<file path="config.mk">
export PLATFORM = sky130hd
export DESIGN_NAME = drive_command_control
export DESIGN_NICKNAME = d
export VERILOG_FILES = /design/src/rtl/drive_cmd_pkg.sv /design/src/rtl/scan_edge_if.sv /design/src/rtl/scan_edge_detect.sv /design/src/rtl/drive_command_control.sv
export SDC_FILE = /design/constraint.sdc
export NUM_CORES = 1
export LEC_CHECK = 0
export BUFFER_PORTS_ARGS = -buffer_cell sky130_fd_sc_hd__buf_2
export CELL_PAD_IN_SITES_DETAIL_PLACEMENT = 0
export CELL_PAD_IN_SITES_GLOBAL_PLACEMENT = 1
export CORE_ASPECT_RATIO = 0.6
export CORE_MARGIN = 2
export CORE_UTILIZATION = 34
export CTS_BUF_LIST = sky130_fd_sc_hd__clkbuf_16
export DETAILED_ROUTE_END_ITERATION = 8
export PLACE_DENSITY = 0.95
export SLEW_MARGIN = 0
export SYNTH_ARGS = -nofsm -noshare
export SYNTH_HDL_FRONTEND = slang
export SYNTH_SLANG_ARGS = --single-unit
</file>
<file path="constraint.sdc">
create_clock -name clk -period 5.43 [get_ports clk]
set_input_delay 0 -clock clk [delete_from_list [all_inputs] [get_ports clk]]
set_output_delay 0 -clock clk [all_outputs]
set_load 0.03 [all_outputs]
</file>
<file path="src/rtl/drive_cmd_pkg.sv">
// Constants, field positions and mode codes of the drive command register.
// Assumes one 50 MHz clock domain and a synchronous active-high reset.
package drive_cmd_pkg;

  localparam int CMD_W = 16;
  localparam logic [15:0] CMD_RESET = 16'h0000;
  // Bits 0-14 belong to the rack processor, bit 15 to the operating system
  localparam logic [15:0] RACK_WRITE_MASK = 16'h7fff;

  localparam int B_CURRENT_LOOP_RUN = 0;
  localparam int B_ARMATURE_IDENT_TEST = 1;
  localparam int B_ARMATURE_ALPHA_TEST_ENABLE = 2;
  localparam int B_ARMATURE_ALPHA_REVERSE_SELECT = 3;
  localparam int B_FIELD_LOOP_RUN = 4;
  localparam int B_FIELD_IDENT_TEST = 5;
  localparam int B_FIELD_ALPHA_TEST_ENABLE = 6;
  localparam int B_FIELD_ALPHA_REVERSE_SELECT = 7;
  localparam int B_FAULT_CLEAR_PULSE = 8;
  localparam int B_WARNING_CLEAR_PULSE = 9;
  localparam int B_DISABLE_AUTO_FIELD_WEAKENING = 11;
  localparam int B_CONTROLLER_TASK_RUNNING = 15;

  localparam logic [15:0] STATUS_RESET = 16'h0000;

  // Operating mode reported to the power interface processor
  typedef enum logic [2:0] {
    MODE_IDLE = 3'b000,
    MODE_CURRENT_RUN = 3'b001,
    MODE_ARMATURE_IDENT = 3'b010,
    MODE_ARMATURE_ALPHA = 3'b011,
    MODE_FIELD_IDENT = 3'b100,
    MODE_FIELD_ALPHA = 3'b101
  } mode_t;

  // Armature run/stop sequence
  typedef enum logic [1:0] {
    RUN_OFF = 2'b00,
    RUN_ON = 2'b01,
    RUN_STOPPING = 2'b10
  } run_state_t;

endpackage

</file>
<file path="src/rtl/scan_edge_if.sv">
// Carrier between the command register and its scan edge detector.
// Assumes both ends run on the same clock.
`timescale 1ns/1ns
interface scan_edge_if #(parameter int W = 16);
  logic scan;
  logic [W-1:0] cmd;
  logic [W-1:0] cur;
  logic [W-1:0] rise;
  logic [W-1:0] fall;

  modport detector (input scan, input cmd, output cur, output rise, output fall);
  modport owner (output scan, output cmd, input cur, input rise, input fall);
endinterface

</file>
<file path="src/rtl/scan_edge_detect.sv">
// Scan snapshot of the command word and per-bit transition pulses.
// Assumes scan is a one-cycle strobe marking the end of a controller scan.
`timescale 1ns/1ns
module scan_edge_detect #(
  parameter int W = 16
) (
  input wire logic clk,
  input wire logic srst,
  scan_edge_if.detector e
);

  logic [W-1:0] cur_r, cur_nxt;
  logic [W-1:0] rise_r, rise_nxt;
  logic [W-1:0] fall_r, fall_nxt;

  ////////////////////////////////////////////////////////////////////////
  // Comparing this scan with the last one, so a held bit acts only once
  always_comb begin
    cur_nxt = cur_r;
    rise_nxt = '0;
    fall_nxt = '0;
    if (e.scan) begin
      cur_nxt = e.cmd;
      rise_nxt = e.cmd & ~cur_r;
      fall_nxt = ~e.cmd & cur_r;
    end
  end

  // Registers
  always_ff @(posedge clk) begin
    if (srst) begin
      cur_r <= '0;
      rise_r <= '0;
      fall_r <= '0;
    end else begin
      cur_r <= cur_nxt;
      rise_r <= rise_nxt;
      fall_r <= fall_nxt;
    end
  end

  assign e.cur = cur_r;
  assign e.rise = rise_r;
  assign e.fall = fall_r;

endmodule

</file>
<file path="src/rtl/drive_command_control.sv">
// Drive command register with its scan-based command decoding, the run
// sequence, the fault/warning/interlock latches and the field reference choice.
// Stop All clears bits 0-14 of both the stored word and the scan snapshot.
// Assumes all inputs are synchronous to clk and scan_end pulses once per scan.
`timescale 1ns/1ns
module drive_command_control #(
  parameter int W = 16,
  parameter int FAULT_W = 16
) (
  input wire logic clk,
  input wire logic srst,
  input wire logic wr_en,
  input wire logic wr_from_rack,
  input wire logic [W-1:0] wr_data,
  output logic [W-1:0] rd_data,
  input wire logic task_running,
  input wire logic stop_all,
  input wire logic scan_end,
  input wire logic contactor_fitted,
  input wire logic discontinuous_conduction,
  input wire logic speed_feedback_present,
  input wire logic [FAULT_W-1:0] fault_cond,
  input wire logic [FAULT_W-1:0] warning_cond,
  input wire logic [FAULT_W-1:0] interlock_cond,
  input wire logic [W-1:0] cemf,
  input wire logic [W-1:0] voltage_limit,
  input wire logic [W-1:0] field_ref_reg,
  input wire logic [W-1:0] field_ref_calc,
  input wire logic [W-1:0] armature_firing_angle,
  input wire logic [W-1:0] field_firing_angle,
  output drive_cmd_pkg::mode_t mode,
  output logic contactor_close,
  output logic current_loop_enable,
  output logic current_zero_cmd,
  output logic armature_ident_active,
  output logic armature_alpha_active,
  output logic armature_bridge_reverse,
  output logic [W-1:0] armature_test_angle,
  output logic field_loop_enable,
  output logic field_ident_active,
  output logic field_alpha_active,
  output logic field_bridge_reverse,
  output logic [W-1:0] field_test_angle,
  output logic field_weakening_active,
  output logic [W-1:0] field_ref_out,
  output logic [FAULT_W-1:0] fault_reg,
  output logic [FAULT_W-1:0] warning_reg,
  output logic [FAULT_W-1:0] interlock_reg
);

  // Latch new events; a clear never drops an event arriving the same cycle
  function automatic logic [FAULT_W-1:0] latch(input logic [FAULT_W-1:0] held,
                                               input logic [FAULT_W-1:0] ev,
                                               input logic clr);
    latch = (clr ? '0 : held) | ev;
  endfunction

  // Unsigned compare; both field references share one scale
  function automatic logic [W-1:0] min_of(input logic [W-1:0] a, input logic [W-1:0] b);
    min_of = (a < b) ? a : b;
  endfunction

  ////////////////////////////////////////////////////////////////////////
  // Command word storage
  logic [W-1:0] cmd_r, cmd_nxt;

  // Only rack writes reach bits 0-14; bit 15 follows the task status
  always_comb begin
    cmd_nxt = cmd_r;
    if (wr_en && wr_from_rack) begin
      cmd_nxt = (cmd_r & ~drive_cmd_pkg::RACK_WRITE_MASK)
              | (wr_data & drive_cmd_pkg::RACK_WRITE_MASK);
    end
    // Status bit is never taken from a write
    cmd_nxt[drive_cmd_pkg::B_CONTROLLER_TASK_RUNNING] = task_running;
    if (stop_all) begin
      cmd_nxt = drive_cmd_pkg::CMD_RESET;
      cmd_nxt[drive_cmd_pkg::B_CONTROLLER_TASK_RUNNING] = task_running;
    end
  end

  always_ff @(posedge clk) begin
    if (srst) begin
      cmd_r <= drive_cmd_pkg::CMD_RESET;
      rd_data <= drive_cmd_pkg::CMD_RESET;
    end else begin
      cmd_r <= cmd_nxt;
      rd_data <= cmd_nxt; // Reads show stored command bits, not action status
    end
  end

  ////////////////////////////////////////////////////////////////////////
  // Scan snapshot and transitions
  scan_edge_if #(.W(W)) sx ();

  // Stop All also snapshots the emptied word, so a command bit set again
  // afterwards is seen as a fresh transition and can restart the drive
  assign sx.scan = scan_end || stop_all;
  assign sx.cmd = stop_all ? (cmd_r & ~drive_cmd_pkg::RACK_WRITE_MASK) : cmd_r;

  scan_edge_detect #(.W(W)) u_edges (
    .clk(clk),
    .srst(srst),
    .e(sx.detector)
  );

  // Snapshot as the decoders see it
  logic [W-1:0] c;
  assign c = sx.cur;

  // Marks the cycle after a Stop All, whose falling edges are not clear pulses
  logic stop_q_r, stop_q_nxt;

  always_comb begin
    stop_q_nxt = stop_all;
  end

  always_ff @(posedge clk) begin
    if (srst) begin
      stop_q_r <= 1'b0;
    end else begin
      stop_q_r <= stop_q_nxt;
    end
  end

  ////////////////////////////////////////////////////////////////////////
  // Armature run sequence
  drive_cmd_pkg::run_state_t run_r, run_nxt;

  // Stopping commands zero current and keeps the contactor until conduction ends
  always_comb begin
    run_nxt = run_r;
    case (run_r)
      drive_cmd_pkg::RUN_OFF: begin
        if (sx.rise[drive_cmd_pkg::B_CURRENT_LOOP_RUN]) begin
          run_nxt = drive_cmd_pkg::RUN_ON;
        end
      end
      drive_cmd_pkg::RUN_ON: begin
        if (sx.fall[drive_cmd_pkg::B_CURRENT_LOOP_RUN]) begin
          run_nxt = drive_cmd_pkg::RUN_STOPPING;
        end
      end
      drive_cmd_pkg::RUN_STOPPING: begin
        if (sx.rise[drive_cmd_pkg::B_CURRENT_LOOP_RUN]) begin
          run_nxt = drive_cmd_pkg::RUN_ON;
        end else if (discontinuous_conduction) begin
          run_nxt = drive_cmd_pkg::RUN_OFF;
        end
      end
      default: run_nxt = drive_cmd_pkg::RUN_OFF;
    endcase
    // Stop All skips the zero-current phase
    if (stop_all) begin
      run_nxt = drive_cmd_pkg::RUN_OFF;
    end
  end

  always_ff @(posedge clk) begin
    if (srst) begin
      run_r <= drive_cmd_pkg::RUN_OFF;
    end else begin
      run_r <= run_nxt;
    end
  end

  ////////////////////////////////////////////////////////////////////////
  // Armature bridge choice, frozen when the alpha test starts
  logic a_rev_hold_r, a_rev_hold_nxt;

  // A change of bit 3 in mid-test must not swap bridges under a firing angle
  always_comb begin
    a_rev_hold_nxt = a_rev_hold_r;
    if (sx.rise[drive_cmd_pkg::B_ARMATURE_ALPHA_TEST_ENABLE]) begin
      a_rev_hold_nxt = c[drive_cmd_pkg::B_ARMATURE_ALPHA_REVERSE_SELECT];
    end
  end

  always_ff @(posedge clk) begin
    if (srst) begin
      a_rev_hold_r <= 1'b0;
    end else begin
      a_rev_hold_r <= a_rev_hold_nxt;
    end
  end

  ////////////////////////////////////////////////////////////////////////
  // Decoded outputs, all registered
  drive_cmd_pkg::mode_t mode_nxt;
  logic contactor_nxt, cl_en_nxt, zero_nxt;
  logic a_id_nxt, a_al_nxt, a_rev_nxt, f_run_nxt, f_id_nxt, f_al_nxt, f_rev_nxt;
  logic [W-1:0] a_ang_nxt, f_ang_nxt;
  logic run_on, fw_nxt;
  logic [W-1:0] fref_nxt;

  // Tests follow the scan snapshot, so a bit is honoured only while held
  always_comb begin
    run_on = (run_r == drive_cmd_pkg::RUN_ON);
    contactor_nxt = contactor_fitted && (run_r != drive_cmd_pkg::RUN_OFF);
    // Minor loop stays off while bit 15 (task running) of the scan snapshot is clear
    cl_en_nxt = run_on && c[drive_cmd_pkg::B_CONTROLLER_TASK_RUNNING];
    zero_nxt = (run_r == drive_cmd_pkg::RUN_STOPPING);
    a_id_nxt = c[drive_cmd_pkg::B_ARMATURE_IDENT_TEST];
    a_al_nxt = c[drive_cmd_pkg::B_ARMATURE_ALPHA_TEST_ENABLE];
    // Bridge is the one chosen from bit 3 when the test started
    a_rev_nxt = a_al_nxt && a_rev_hold_nxt;
    a_ang_nxt = a_al_nxt ? armature_firing_angle : '0;
    f_run_nxt = c[drive_cmd_pkg::B_FIELD_LOOP_RUN];
    f_id_nxt = c[drive_cmd_pkg::B_FIELD_IDENT_TEST];
    f_al_nxt = c[drive_cmd_pkg::B_FIELD_ALPHA_TEST_ENABLE];
    f_rev_nxt = f_al_nxt && c[drive_cmd_pkg::B_FIELD_ALPHA_REVERSE_SELECT];
    f_ang_nxt = f_al_nxt ? field_firing_angle : '0;
    // Priority when several modes are asked for at once: run first
    if (run_on) begin
      mode_nxt = drive_cmd_pkg::MODE_CURRENT_RUN;
    end else if (a_id_nxt) begin
      mode_nxt = drive_cmd_pkg::MODE_ARMATURE_IDENT;
    end else if (a_al_nxt) begin
      mode_nxt = drive_cmd_pkg::MODE_ARMATURE_ALPHA;
    end else if (f_id_nxt) begin
      mode_nxt = drive_cmd_pkg::MODE_FIELD_IDENT;
    end else if (f_al_nxt) begin
      mode_nxt = drive_cmd_pkg::MODE_FIELD_ALPHA;
    end else begin
      mode_nxt = drive_cmd_pkg::MODE_IDLE;
    end
    // Without speed feedback the disable bit is ignored and weakening is off
    fw_nxt = speed_feedback_present
           && !c[drive_cmd_pkg::B_DISABLE_AUTO_FIELD_WEAKENING];
    if (fw_nxt && (cemf > voltage_limit)) begin
      fref_nxt = min_of(field_ref_reg, field_ref_calc);
    end else begin
      fref_nxt = field_ref_reg;
    end
  end

  ////////////////////////////////////////////////////////////////////////
  // Fault, warning and interlock latches
  logic [FAULT_W-1:0] fault_nxt, warning_nxt, interlock_nxt;
  logic fault_clr, warn_clr;

  // Clears act on the falling edge of a set-then-clear pulse, once
  always_comb begin
    // A Stop All empties the word but is not a set-then-clear pulse
    fault_clr = sx.fall[drive_cmd_pkg::B_FAULT_CLEAR_PULSE] && !stop_q_r;
    warn_clr = sx.fall[drive_cmd_pkg::B_WARNING_CLEAR_PULSE] && !stop_q_r;
    fault_nxt = latch(fault_reg, fault_cond, fault_clr);
    warning_nxt = latch(warning_reg, warning_cond, warn_clr);
    interlock_nxt = latch(interlock_reg, interlock_cond, warn_clr);
  end

  // Latch registers, all three groups in one register process
  always_ff @(posedge clk) begin
    if (srst) begin
      fault_reg <= drive_cmd_pkg::STATUS_RESET;
      warning_reg <= drive_cmd_pkg::STATUS_RESET;
      interlock_reg <= drive_cmd_pkg::STATUS_RESET;
    end else begin
      fault_reg <= fault_nxt;
      warning_reg <= warning_nxt;
      interlock_reg <= interlock_nxt;
    end
  end

  ////////////////////////////////////////////////////////////////////////
  // Output registers of the decoded commands
  always_ff @(posedge clk) begin
    if (srst) begin
      mode <= drive_cmd_pkg::MODE_IDLE;
      contactor_close <= 1'b0;
      current_loop_enable <= 1'b0;
      current_zero_cmd <= 1'b0;
      armature_ident_active <= 1'b0;
      armature_alpha_active <= 1'b0;
      armature_bridge_reverse <= 1'b0;
      armature_test_angle <= '0;
      field_loop_enable <= 1'b0;
      field_ident_active <= 1'b0;
      field_alpha_active <= 1'b0;
      field_bridge_reverse <= 1'b0;
      field_test_angle <= '0;
      field_weakening_active <= 1'b0;
      field_ref_out <= '0;
    end else begin
      mode <= mode_nxt;
      contactor_close <= contactor_nxt;
      current_loop_enable <= cl_en_nxt;
      current_zero_cmd <= zero_nxt;
      armature_ident_active <= a_id_nxt;
      armature_alpha_active <= a_al_nxt;
      armature_bridge_reverse <= a_rev_nxt;
      armature_test_angle <= a_ang_nxt;
      field_loop_enable <= f_run_nxt;
      field_ident_active <= f_id_nxt;
      field_alpha_active <= f_al_nxt;
      field_bridge_reverse <= f_rev_nxt;
      field_test_angle <= f_ang_nxt;
      field_weakening_active <= fw_nxt;
      field_ref_out <= fref_nxt;
    end
  end

endmodule

</file>
# After elaboration in Yosys (flattened, before gate mapping)
# Index checks and enable logic that the tools add are counted.
# word_totals
word_cells	84
ff_bits	159
inputBits	170
# op_classes
n_reduce_logical	21
eq_ne	5
n_bitwise	11
mux	17
magnitude_cmp	2
# ops
operator	n
2-to-1 mux 16 bit	5
OR 16 bit	3
> comparator 16 bit	1
< comparator 16 bit	1
2-to-1 mux 15 bit	1
OR 1 x 15 -> 15 bit, first input constant	1
2-to-1 mux 2 bit	6
AND 10 bit	1
NOT 10 bit	1
OR reduction 2 bit	5
logical AND 1 bit	9
2-to-1 mux 3 bit	2
one-hot mux 2 bit (3 select lines)	1
!= test 2 x 1 -> 1 bit, second input constant	2
OR reduction 4 bit	1
AND 3 bit	1
!= test 3 x 2 -> 1 bit, second input constant	1
NOT 1 bit	3
NOT 3 bit	1
AND reduction 3 bit	1
equality test 2 x 1 -> 1 bit, second input constant	1
equality test 2 bit, second input constant	1
zero test 1 bit	2
zero test 2 bit	1
3 further kinds	4

# Logic depth before layout (Yosys ltp)
# Gate-level depths: netlist of run 1.
# logic_depth
word_depth	5
mapped_depth	9

# Cells and area by module
# From an unflattened synthesis of run 1, not the netlist that was laid out.
# unflattened
cells_unflattened	659
hier_area_um2	6707.7
# by_module_without_submodules
mod	area_each_um2	instances	cells_each	seq_area_each_um2
drive_command_control	5054.8	1	539	2602.5
scan_edge_detect	1652.8	1	120	960.9

# Worst setup path before layout of run 1
# OpenSTA, ideal clock, no wires.
# synth_timing
path_type	input to register
start	input port voltage_limit[14]
end	register field_ref_out[10]
setup_slack_ps	3728
stages	9
setup_time_ps	72
n_path_buf	1
arrival_ps	1631
path_cell_list	inv_1 ha_1 nand4_2 nor4_2 a21boi_2 o31ai_2 a21oi_4 buf_12 mux2i_1
# synth_via
elab_chain_len	3
# synth_rtl
item	line_no	rtl
from (decl)	drive_command_control.sv:26	input wire logic [W-1:0] voltage_limit,
> comparator 16 bit	drive_command_control.sv:230	if (fw_nxt && (cemf > voltage_limit)) begin
logical AND 1 bit	drive_command_control.sv:230	
2-to-1 mux 16 bit	drive_command_control.sv:230	
to (signal assigned)	drive_command_control.sv:299	field_ref_out <= fref_nxt;
to (decl)	drive_command_control.sv:45	output logic [W-1:0] field_ref_out,
# No other way between the ends.
# A chain may end at the register's enable or synchronous reset.

# Final worst setup path of run 1
# layout_timing
start	input port field_ref_reg[15]
end	register field_ref_out[7]
# layout_via
elab_chain_len	3
# layout_rtl
item	line_no	rtl
from (decl)	drive_command_control.sv:27	input wire logic [W-1:0] field_ref_reg,
< comparator 16 bit	drive_command_control.sv:60	min_of = (a < b) ? a : b;
2-to-1 mux 16 bit	drive_command_control.sv:60	
2-to-1 mux 16 bit	drive_command_control.sv:230	
# No other way between the ends.

==> results of run 1 <==
-- stage by stage --
stage               cells  hold slack (ns)  total power, mW  util [%]
global placement     1058            0.199             1.47      44.5
finish               1222           0.0431             2.63      56.1
global route         1222           0.0775             2.74      56.1
CTS                  1222           0.0363             2.65      56.1
floorplan             582            0.117             1.35         -
detailed placement   1058            0.202             1.47      44.5
-- power groups by stage --
| stage | registers, mW | logic (mW) | clock network (mW) |
|---|---|---|---|
| 6_report | 1.14 | 0.397 | 1.09 |
| 4_1_cts | 1.13 | 0.392 | 1.12 |
| 5_1_grt | 1.14 | 0.431 | 1.17 |
| 3_5_place_dp | 1.16 | 0.314 | 0 |
| 2_1_floorplan | 1.23 | 0.114 | 0 |
| 3_3_place_gp | 1.16 | 0.308 | 0 |
-- routing by layer --
metal	vias up	routed length (um)	track usage [%]
met5	-	0	0
met4	0	355	7.36
met3	29	1090	5.18
met2	208	7570	30.8
met1	2444	7820	24.4
li1	2755	-	-
-- how the worst max path moves through the flow --
| stage | startpoint | end | slack (ns) | depth (start not counted) |
|---|---|---|---|---|
| 2_1_floorplan | voltage_limit[14] | field_ref_out[10] | 3.73 | 9 |
| 3_3_place_gp | voltage_limit[14] | field_ref_out[3] | 3.33 | 9 |
| 3_5_place_dp | cemf[14] | field_ref_out[15] | 3.27 | 8 |
| 4_1_cts | field_ref_reg[15] | field_ref_out[15] | 2.87 | 9 |
| 5_1_grt | field_ref_calc[2] | field_ref_out[11] | 2.63 | 11 |
| 6_report | field_ref_reg[15] | field_ref_out[7] | 2.79 | 9 |
-- cells in the mapped netlist --
cell type,count
sky130_fd_sc_hd__o21ai_0,4
sky130_fd_sc_hd__a21oi_1,81
sky130_fd_sc_hd__nand2_1,38
sky130_fd_sc_hd__clkbuf_1,18
sky130_fd_sc_hd__nor3_2,1
sky130_fd_sc_hd__nand4_2,1
sky130_fd_sc_hd__and4_1,1
sky130_fd_sc_hd__a2111oi_2,1
sky130_fd_sc_hd__buf_1,8
sky130_fd_sc_hd__buf_12,1
sky130_fd_sc_hd__ha_1,31
sky130_fd_sc_hd__nor3_1,4
sky130_fd_sc_hd__nand3_1,3
sky130_fd_sc_hd__buf_4,1
sky130_fd_sc_hd__nor2b_1,9
sky130_fd_sc_hd__o21ai_1,1
sky130_fd_sc_hd__nor2_1,73
sky130_fd_sc_hd__o211ai_1,1
sky130_fd_sc_hd__a22oi_1,1
sky130_fd_sc_hd__a211o_1,1
sky130_fd_sc_hd__mux2i_1,28
sky130_fd_sc_hd__o21bai_1,1
sky130_fd_sc_hd__a21oi_4,1
sky130_fd_sc_hd__nand4_4,1
sky130_fd_sc_hd__and2_1,35
sky130_fd_sc_hd__a21boi_2,1
sky130_fd_sc_hd__a21o_1,2
sky130_fd_sc_hd__nor3b_1,7
sky130_fd_sc_hd__or2_2,1
sky130_fd_sc_hd__a221o_1,1
sky130_fd_sc_hd__nor4_2,1
sky130_fd_sc_hd__a31oi_1,1
sky130_fd_sc_hd__dfxtp_1,147
sky130_fd_sc_hd__nand4_1,3
sky130_fd_sc_hd__nand2b_1,37
sky130_fd_sc_hd__o31ai_2,1
sky130_fd_sc_hd__inv_1,35
-- area by class of cell --
cell class,count,area [sq um]
clock inverters,15,125
repair buffers,427,2800
fillers,1365,7030
well taps,209,262
multi-input cells,372,2320
clock buffers,17,425
inverters,35,131
flip-flops and latches,147,2940
-- cells by family (layout without fill, tap and decap cells) --
family	Yosys count	in the layout	share of synthesized area (%)
AO/OA/AOI/OAI	98	98	9.93
adder cells (fa/ha/maj)	31	31	7.03
buffers and inverters	63	494	4.65
flip-flops	147	147	53.3
multiplexers	28	28	5.08
AND/OR/NAND/NOR	215	215	20.0
-- worst max-delay path, delay by kind of cell --
| family | cells | cell delay, ns |
|---|---|---|
| adder cells (fa/ha/maj) | 1 | 0.32 |
| buffers and inverters | 3 | 1.24 |
| multiplexers | 1 | 0.28 |
| AO/OA/AOI/OAI | 2 | 0.81 |
| AND/OR/NAND/NOR | 2 | 0.32 |
==> results.md, run 1 <==
- The flow ran to the end, and the final reports show no timing, DRC or antenna violations.
- The fraction of layout cells with a size suffix above 1 is 33.0%.
- The register share of total power is 43.2%.
- The internal portion of the total power is 1.90 mW.
- The tree built by TritonCTS fans out to 147 sinks.
- The via density per instance is 4.45.
- The portion of synthesized cell area occupied by the leading cell type is 53.3%.
- At the worst endpoint, the arrival time is 3.00 ns.
- The library cell contributing the largest single delay on the critical path is sky130_fd_sc_hd__a21oi_4.
- The mapped netlist covers 5520 sq um.
- At the pin with the least slew margin, the transition time is 1.20 ns.
- Setup repair after global routing left no endpoint under its margin.
- A synthesized cell averages 9.48 sq um.
- The maximum resistive drop on vdd is 0.128 mV.
- Leaving out fill and tap cells, the most frequent cell in the layout is sky130_fd_sc_hd__buf_2.
- The share of the clock period used by the worst path is 48.7%.
- Yosys mapped the design onto 37 distinct sky130hd cell types.
- The worst setup path is launched from an input port.
- The worst-case headroom to the max-slew limit is 20.3%.
- Across the run, the number of max-cap violations was 0.
- The number of buffers inserted by post-CTS setup repair is 0.
- The worst hold path begins at srst.
- The count of mapped cells out of synthesis is 582.
- The number of levels the H-tree was split into is 4.
- Across all register-to-register paths, the minimum setup slack is 3.14 ns.
- The number of buffers inserted by port buffering is 294.
- Entering global routing, the biggest net connects 74 pins.
- The areal power density over the cells is 292 nW/um^2.
- The end of the worst register-to-register path is field_ref_out[7].
- The average wire per standard cell is 13.8 um.
- Of the total power, combinational logic draws 15.1%.
- The clock transition time at the flip-flop clock pins of the worst setup and hold paths is 0.06 ns.
- The y dimension of the die is 103 um.
- The maximum buffer depth of the clock tree is 2.
- In this design, the stage delay of the slowest critical-path cell is 0.64 ns.
- In this run switching power makes up 27.5% of total power.
- Hold repair after CTS inserted 132 buffers.
- The post-cts repair resize count is 0.
- Setup slack closes at 2.79 ns.
- The minimum period implied by the final worst setup slack is 2.64 ns.
- In this run the worst path has a maximum fanout of 16.
- The total of endpoints with negative setup slack in the final report is 0.
- The signal on the critical path passes through dlygate4sd3_1 > buf_2 > ha_1 > nand4_1 > nor2_1 > o21ai_1 > a21oi_4 > mux2i_1 > dlygate4sd3_1.
- In this run the power spent charging and discharging nets is 0.723 mW.
- The number of nets in the synthesized netlist is 783.
- Sorting the synthesized cells by area gives the leading types as sky130_fd_sc_hd__dfxtp_1 53%, sky130_fd_sc_hd__a21oi_1 7.3%, sky130_fd_sc_hd__ha_1 7.0%.
- The diode insertion count for antenna repair is 0.
- The cell seen most often among critical-path stages is sky130_fd_sc_hd__dlygate4sd3_1.
- STA puts the critical path data required time at 5.79 ns.
- The count of final max-slew check failures is 0.
- In this run the count of I/O pins placed on the die edge is 296.
- The reported leakage power is 4.42 nW.
- The total congestion overflow after global routing is 0.
- The clock latency on the worst-skew pair is 0.41 ns.
- Compared with the post-synthesis result, the final layout area differs by 63.2%.
- The total count of hold-check failures in the final report was 0.
- The region available for standard cell placement spans 16,000 sq um.
- Summing over every cut layer, the via total after detailed routing is 5,436.
- The final cell area excluding filler cells is 9000 sq um.
- The part of the Yosys area used for sequential elements is 53.3%.
- The path with the worst hold slack has its endpoint at cmd_r[15].
- The start-to-end type of the worst setup path is in -> reg.
- Summed over all layers, the routed wires come to 16,800 um.
- Timing would allow up to 0.378 GHz.
- The routability congestion estimate is 0.748.
- The number of warning messages in the yosys log is 0.
- The total of flip-flops plus latches after synthesis is 147.
- The floorplan step set the die width to 168 um.
- The via count of the first global-routing pass came to 5,224.
- The worst flop-to-flop path startpoint is u_edges.e.cur[11].
- The minimum setup slack after placement is 3.27 ns.
- The initial antenna violation count was 0.
- The logic depth of the worst register-to-register path is 6.
- Before antenna repair, the detailed router went through 4 iterations.
- The worst setup path is captured at a register.
- The number of nets in the finished design is 1,201.
- The die area is 17,300 sq um.
- In the layout the commonest cells are 294 x sky130_fd_sc_hd__buf_2, 147 x sky130_fd_sc_hd__dfxtp_1, 132 x sky130_fd_sc_hd__dlygate4sd3_1, 81 x sky130_fd_sc_hd__a21oi_1, 73 x sky130_fd_sc_hd__nor2_1.
- The first global-routing pass estimated 26,000 um of wire.
- The cell area after placement is 7130 sq um.
- Across every metal layer, demand over resource in global routing totals 19.0%.
- The initial cell density of the core is 34.4%.
- The min-delay analysis places its worst path in the category in -> reg.
- Of the total power, the clock network draws 41.6%.
- sky130_fd_sc_hd__dfxtp_1 takes more of the synthesized area than any other cell.
- TritonCTS built the clock tree.
- The DRC violation count after routing is 0.
- The worst hold path stage count is 2.
- The number of nets with antenna violations after routing is 0.
- The floorplan has 36 rows.
- The detailed router finished its first iteration with 188 violations.
- The tree is rooted in a sky130_fd_sc_hd__clkbuf_16.
- The setup TNS is 0 ns.
- The final HPWL from detailed placement is 10,800 um.
- The number of buffers inserted during clock tree synthesis is 17.
- The clock arrives with 0.00927 ns of skew.
(Power assumes the default switching activity.)
==> run 2: changes to the inputs <==
--- a/config.mk
+++ b/config.mk
@@ -10,10 +10,10 @@
 export CELL_PAD_IN_SITES_GLOBAL_PLACEMENT = 1
 export CORE_ASPECT_RATIO = 0.6
 export CORE_MARGIN = 2
-export CORE_UTILIZATION = 34
+export CORE_UTILIZATION = 29
 export CTS_BUF_LIST = sky130_fd_sc_hd__clkbuf_16
 export DETAILED_ROUTE_END_ITERATION = 8
-export PLACE_DENSITY = 0.95
+export PLACE_DENSITY = 0.87
 export SLEW_MARGIN = 0
 export SYNTH_ARGS = -nofsm -noshare
 export SYNTH_HDL_FRONTEND = slang
==> constraint.sdc (replaced) <==
create_clock -name clk -period 2.3 [get_ports clk]
set_input_delay 0 -clock clk [delete_from_list [all_inputs] [get_ports clk]]
set_output_delay 0 -clock clk [all_outputs]
set_load 0.03 [all_outputs]
==> results.md, run 2 (synthesized netlist as in run 1, its figures left out) <==
- The flow ran to the end, and the final reports show no timing, DRC or antenna violations.
- The startpoint identified for the worst hold timing path is scan_end.
- The count of final max-slew check failures was 0 (unchanged).
- The slew of the pin with the lowest slew margin was 0.846 ns (-0.350 ns).
- The total of endpoints with negative setup slack in the final report came to 0 (unchanged).
- The worst flop-to-flop path startpoint is u_edges.e.cur[11].
- The routability congestion estimate is 0.765 (+2.2%).
- The wire length reported by the detailed router is 17,700 um (+4.9%).
- The diode insertion count for antenna repair is 0 (unchanged).
- The setup TNS is 0 ns (unchanged).
- The number of buffers inserted during clock tree synthesis is 17 (unchanged).
- By startpoint and endpoint, the worst setup path is classified as in -> reg.
- The hold buffer count at CTS is 134 (+1.5%).
- The worst endpoint required time is 2.63 ns (-3.16 ns).
- The final HPWL from detailed placement was 11,300 um (+4.9%).
- The clock tree from TritonCTS is done.
- Setup repair after global routing left no endpoint under its margin.
- The number of nets in the finished design is 1,206 (+0.42%).
- The total congestion overflow after global routing was 0 (unchanged).
- The tightest hold margin is 0.121 ns (+0.0784 ns).
- The number of buffers and inverters on the critical path is 2 (-1).
- The delay of the slowest cell on the worst path is 0.65 ns (about the same).
- The post-cts repair resize count is 0 (unchanged).
- The die area is 20,200 sq um (+17%).
- The number of DRC violations after detailed-routing iteration 0 is 189 (+0.53%).
- The initial cell density of the core is 29.3% (-5.1 points).
- The largest fanout on the critical path is 16 (unchanged).
- The largest net degree at the start of global routing is 77 (+4.1%).
- The number of nets with antenna violations after routing is 0 (unchanged).
- The total global-route track usage is 17.7% (-1.3 points).
- The number of buffers inserted by post-CTS setup repair is 0 (unchanged).
- The setup skew after layout is 0.00909 ns (-0.000176 ns).
- The I/O pin count is 296 (unchanged).
- The number of levels the H-tree was split into is 4 (unchanged).
- The via count of the first global-routing pass is 5,660 (+8.3%).
- The minimum period implied by the final worst setup slack is 2.16 ns.
- The number of cell rows is 39 (+8.3%).
- The total design power is 6.31 mW (+140%).
- The wire length of the first global-routing pass is 28,100 um (+8.2%).
- The average wire per standard cell came to 14.0 um (+1.5%).
- The count of clock tree sinks is 147 (unchanged).
- Traced cell by cell, the critical path runs through dlygate4sd3_1 > buf_2 > ha_1 > a211o_1 > a31oi_1 > nor3_2 > o21ai_1 > a21oi_4 > mux2i_1.
- The chip width was 182 um (+8.1%).
- The maximum resistive drop on vdd is 0.457 mV (+260%).
- The worst path uses 93.8% of the clock period.
- The via density per instance is 4.31 (-3.1%).
- The startpoint of the most critical setup path is field_ref_reg[2].
- The clock transition time at the flip-flop clock pins of the worst setup and hold paths came to 0.07 ns (about the same).
- The first-pass detailed-route iteration total came to 5 (+1).
- The y dimension of the die is 111 um (+8.0%).
- The clock latency on the worst-skew pair was 0.42 ns (about the same).
- The total count of hold-check failures in the final report is 0 (unchanged).
- The leading cell type in the layout, fill and taps excluded is sky130_fd_sc_hd__buf_2.
- The DRC violation count after routing is 0 (unchanged).
- The number of buffers inserted by port buffering came to 294 (unchanged).
- The fraction of layout cells with a size suffix above 1 was 32.9% (about the same).
- Based on the critical path, the design can be clocked at up to 0.464 GHz.
- Leaving out fill and tap cells, the most frequent cells in the layout are 294 x sky130_fd_sc_hd__buf_2, 147 x sky130_fd_sc_hd__dfxtp_1, 134 x sky130_fd_sc_hd__dlygate4sd3_1, 81 x sky130_fd_sc_hd__a21oi_1, 73 x sky130_fd_sc_hd__nor2_1.
- The reported leakage power came to 4.45 nW (+0.67%).
- The maximum buffer depth of the clock tree came to 2 (unchanged).
- The floorplan core area is 18,800 sq um (+17%).
- The worst min-delay path category is in -> reg.
- Compared with the post-synthesis result, the final layout area differs by 65.4%.
- The number of vias in the routed layout is 5,445 (+0.17%).
- The initial antenna violation count is 0 (unchanged).
- The data arrival time of the worst path came to 2.48 ns (-0.52 ns).
- The dominant delay contributor by cell family on the critical path is compound AO/OA/AOI/OAI gates.
- The worst-case headroom to the max-slew limit is 43.5% (+23 points).
- The slowest stage of the critical path belongs to the cell sky130_fd_sc_hd__a21oi_4.
- The nature of the critical path endpoint is a register.
- The kind of start point of the critical path is an input port.
- The areal power density over the cells was 691 nW/um^2 (+140%).
- The reported max-cap violation count came to 0 (unchanged).
- The root buffer cell chosen for the clock tree is sky130_fd_sc_hd__clkbuf_16.
run 2: cell type report:
| cell class | count | area (sq um) |
|---|---|---|
| multi-input combinational | 372 | 2320 |
| timing repair buffer | 432 | 2860 |
| clock inverter | 14 | 143 |
| clock buffer | 17 | 425 |
| sequential | 147 | 2940 |
| tap | 246 | 308 |
| inverter | 35 | 131 |
| fill | 1728 | 9710 |
run 2: worst paths after layout:
| path | endpoint | slack, ns | cells after the start |
|---|---|---|---|
| setup / recovery | field_ref_out[2] | 0.14 | 9 |
| hold / removal | u_edges.e.cur[0] | 0.12 | 3 |
| setup reg to reg | field_ref_out[2] | 0.44 | 5 |
| hold reg to reg | u_edges.e.cur[15] | 0.45 | 2 |
run 2: worst register-to-register path, stage by stage (launching register included):
cell and delay, ns:
sky130_fd_sc_hd__dfxtp_1 0.30, sky130_fd_sc_hd__nand2b_1 0.21, sky130_fd_sc_hd__a21oi_1 0.21, sky130_fd_sc_hd__o31ai_2 0.13, sky130_fd_sc_hd__a21oi_4 0.61, sky130_fd_sc_hd__mux2i_1 0.31
run 2: metal layers:
metal | share of wire [%] | global-route usage (%) | vias up
met4 | 1.9 | 7.42 | 0
met5 | 0 | 0 | -
met3 | 7.7 | 6.34 | 28
li1 | - | - | 2753
met2 | 45 | 28.7 | 217
met1 | 46 | 21.3 | 2447
run 2: through the flow:
stage / area [sq um] / instances / worst slack (ns) / utilization (%)
global route: 9120 / 1263 / 0.0107 / 48.4
detailed placement: 7210 / 1098 / 0.0723 / 38.3
global placement: 7210 / 1098 / 0.172 / 38.3
finish: 9120 / 1263 / 0.143 / 48.4
floorplan: 5520 / 582 / 0.598 / -
CTS: 9120 / 1263 / 0.172 / 48.4
run 2: power breakdown:
group / switching, mW / total, mW / internal [mW]
Clock: 1.09 / 2.68 / 1.59
Combinational: 0.500 / 0.944 / 0.445
Sequential: 0.0443 / 2.68 / 2.64
Total: 1.63 / 6.31 / 4.67
==> run 3: changes to the inputs <==
--- a/config.mk
+++ b/config.mk
@@ -14,6 +14,7 @@
 export CTS_BUF_LIST = sky130_fd_sc_hd__clkbuf_16
 export DETAILED_ROUTE_END_ITERATION = 8
 export PLACE_DENSITY = 0.87
+export RECOVER_POWER = 50
 export SLEW_MARGIN = 0
 export SYNTH_ARGS = -nofsm -noshare
 export SYNTH_HDL_FRONTEND = slang
==> results.md, run 3 (synthesized netlist as in run 1, its figures left out) <==
- The clock transition time at the flip-flop clock pins of the worst setup and hold paths is 0.07 ns (about the same).
- The final HPWL from detailed placement came to 11,300 um (unchanged).
- The switching part of the total is 26.0% (+0.058 points).
- The via density per instance is 4.30 (-0.29%).
- The diode insertion count for antenna repair is 0 (unchanged).
- The total area of sequential cells is 2940 sq um (unchanged).
- The setup TNS came to 0 ns (unchanged).
- The number of vias in the routed layout came to 5,429 (-0.29%).
- The tightest hold margin is 0.119 ns (-0.00290 ns).
- The number of buffers inserted by post-CTS setup repair was 0 (unchanged).
- The worst endpoint required time is 2.62 ns (about the same).
- The count of clock tree sinks is 147 (unchanged).
- The y dimension of the die was 111 um (unchanged).
- The clock latency on the worst-skew pair is 0.41 ns (about the same).
- The reported max-cap violation count is 0 (unchanged).
- The number of DRC violations after detailed-routing iteration 0 is 178 (-5.8%).
- The die area came to 20,200 sq um (unchanged).
- The number of buffers inserted by port buffering is 294 (unchanged).
- The critical hold path startpoint is scan_end.
- The average wire per standard cell is 13.9 um (-0.19%).
- The largest net degree at the start of global routing is 77 (unchanged).
- The share of the clock period used by the worst path is 94.1% (+0.31 points).
- The total of endpoints with negative setup slack in the final report came to 0 (unchanged).
- The number of cell rows is 39 (unchanged).
- The I/O pin count is 296 (unchanged).
- The start-to-end type of the worst setup path is in -> reg.
- The worst min-delay path category is in -> reg.
- The fraction of layout cells with a size suffix above 1 came to 21.1% (-12 points).
- The reported leakage power is 3.99 nW (-10%).
- The flow ran to the end, and the final reports show no timing, DRC or antenna violations.
- The maximum resistive drop on vdd was 0.454 mV (-0.66%).
- The worst-case headroom to the max-slew limit is 37.7% (-5.8 points).
- The largest fanout on the critical path is 16 (unchanged).
- The initial cell density of the core is 29.3% (unchanged).
- The routability congestion estimate is 0.765 (unchanged).
- The multi-input logic area came to 2320 sq um (unchanged).
- The slew of the pin with the lowest slew margin is 0.934 ns (+0.0884 ns).
- In this run the clock root is driven by a sky130_fd_sc_hd__clkbuf_16.
- The initial antenna violation count is 0 (unchanged).
- The setup skew after layout came to 0.0103 ns (+0.00119 ns).
- The filler-free cell count of the finished design is 1,263 (unchanged).
- The number of levels the H-tree was split into is 4 (unchanged).
- The critical path starts at field_ref_reg[2].
- The worst setup path is launched from an input port.
- The minimum period implied by the final worst setup slack is 2.16 ns (+0.00720 ns).
- The hold buffer count at CTS is 134 (unchanged).
- The number of buffers inserted during clock tree synthesis was 17 (unchanged).
- The wire length reported by the detailed router is 17,600 um (-0.19%).
- Setup repair after global routing left no endpoint under its margin.
- The post-cts repair resize count is 0 (unchanged).
- The areal power density over the cells is 700 nW/um^2 (+1.3%).
- The total global-route track usage is 17.7% (unchanged).
- STA classifies the critical path endpoint as a register.
- The via count of the first global-routing pass is 5,660 (unchanged).
- The maximum buffer depth of the clock tree came to 2 (unchanged).
- The maximum achievable frequency is 0.462 GHz (-0.33%).
- The clock tree from TritonCTS is done.
- The floorplan core area is 18,800 sq um (unchanged).
- The DRC violation count after routing is 0 (unchanged).
- The number of fillers in the final layout is 1,804 (+4.4%).
- The first-pass detailed-route iteration total is 4 (-1).
- Relative to the synthesized area, the layout overhead comes to 62.6%.
- The register share of total power is 42.8% (+0.2 points).
- The total count of hold-check failures in the final report is 0 (unchanged).
- The internal power contribution is 4.65 mW (-0.54%).
- The relative contribution of combinational cells to total power is 14.6% (-0.4 points).
- The worst flop-to-flop path startpoint is u_edges.e.cur[11].
- The count of final max-slew check failures came to 0 (unchanged).
- The number of nets with antenna violations after routing was 0 (unchanged).
- Leaving out fill and tap cells, the most frequent cells in the layout are 176 x sky130_fd_sc_hd__buf_2, 147 x sky130_fd_sc_hd__dfxtp_1, 134 x sky130_fd_sc_hd__dlygate4sd3_1, 120 x sky130_fd_sc_hd__clkbuf_1, 81 x sky130_fd_sc_hd__a21oi_1.
- The placed cell count is 1,098 (unchanged).
- The data arrival time of the worst path is 2.49 ns (about the same).
- The wire length of the first global-routing pass came to 28,100 um (unchanged).
- The chip width is 182 um (unchanged).
- The number of nets in the finished design came to 1,206 (unchanged).
- The total congestion overflow after global routing is 0 (unchanged).
- The switching component of the power is 1.63 mW (-0.24%).
- The power share of the clock group is 42.6% (about the same).
- The leading cell type in the layout, fill and taps excluded is sky130_fd_sc_hd__buf_2.
==> run 3: power groups by stage <==
stage | sequential (mW) | combinational (mW) | clock (mW)
finish | 2.69 | 0.919 | 2.67
global placement | 2.73 | 0.743 | 0
global route | 2.70 | 0.999 | 2.89
CTS | 2.68 | 0.929 | 2.74
detailed placement | 2.74 | 0.748 | 0
floorplan | 2.91 | 0.270 | 0
==> run 3: cell type report <==
type,instances,share of cell area [%]
clock buffers,17,4.74
clock inverters,14,1.59
inverters,35,1.47
multi-input cells,372,25.8
flip-flops and latches,147,32.8
well taps,246,3.43
repair buffers,432,30.1
==> run 3: per-layer routing <==
metal | part of all wire, % | vias up | global-route usage, %
li1 | - | 2754 | -
met1 | 45 | 2427 | 21.3
met2 | 45 | 215 | 28.7
met3 | 7.9 | 33 | 6.34
met4 | 2.3 | 0 | 7.42
met5 | 0 | - | 0
==> run 3: worst max-delay path, stage by stage <==
cell	delay [ns]
sky130_fd_sc_hd__dlygate4sd3_1	0.56
sky130_fd_sc_hd__buf_2	0.14
sky130_fd_sc_hd__ha_1	0.29
sky130_fd_sc_hd__a211o_1	0.11
sky130_fd_sc_hd__a31oi_1	0.04
sky130_fd_sc_hd__nor3_2	0.20
sky130_fd_sc_hd__o21ai_1	0.18
sky130_fd_sc_hd__a21oi_4	0.66
sky130_fd_sc_hd__mux2i_1	0.29
==> run 3: path summary, 6_finish.rpt <==
check	slack, ns	depth (start not counted)	to
hold reg to reg	0.45	2	u_edges.e.cur[15]
setup / recovery	0.14	9	field_ref_out[2]
hold / removal	0.12	3	u_edges.e.cur[0]
setup reg to reg	0.44	5	field_ref_out[2]
==> run 3: stage by stage <==
stage | instance area (sq um) | utilization (%) | total power, mW | worst slack, ns
final | 8970 | 47.6 | 6.28 | 0.135
after global routing | 8970 | 47.6 | 6.59 | 0.0107
after CTS | 9120 | 48.4 | 6.35 | 0.172
after detailed placement | 7210 | 38.3 | 3.48 | 0.0723
after global placement | 7210 | 38.3 | 3.48 | 0.172
after floorplan | 5520 | - | 3.18 | 0.598
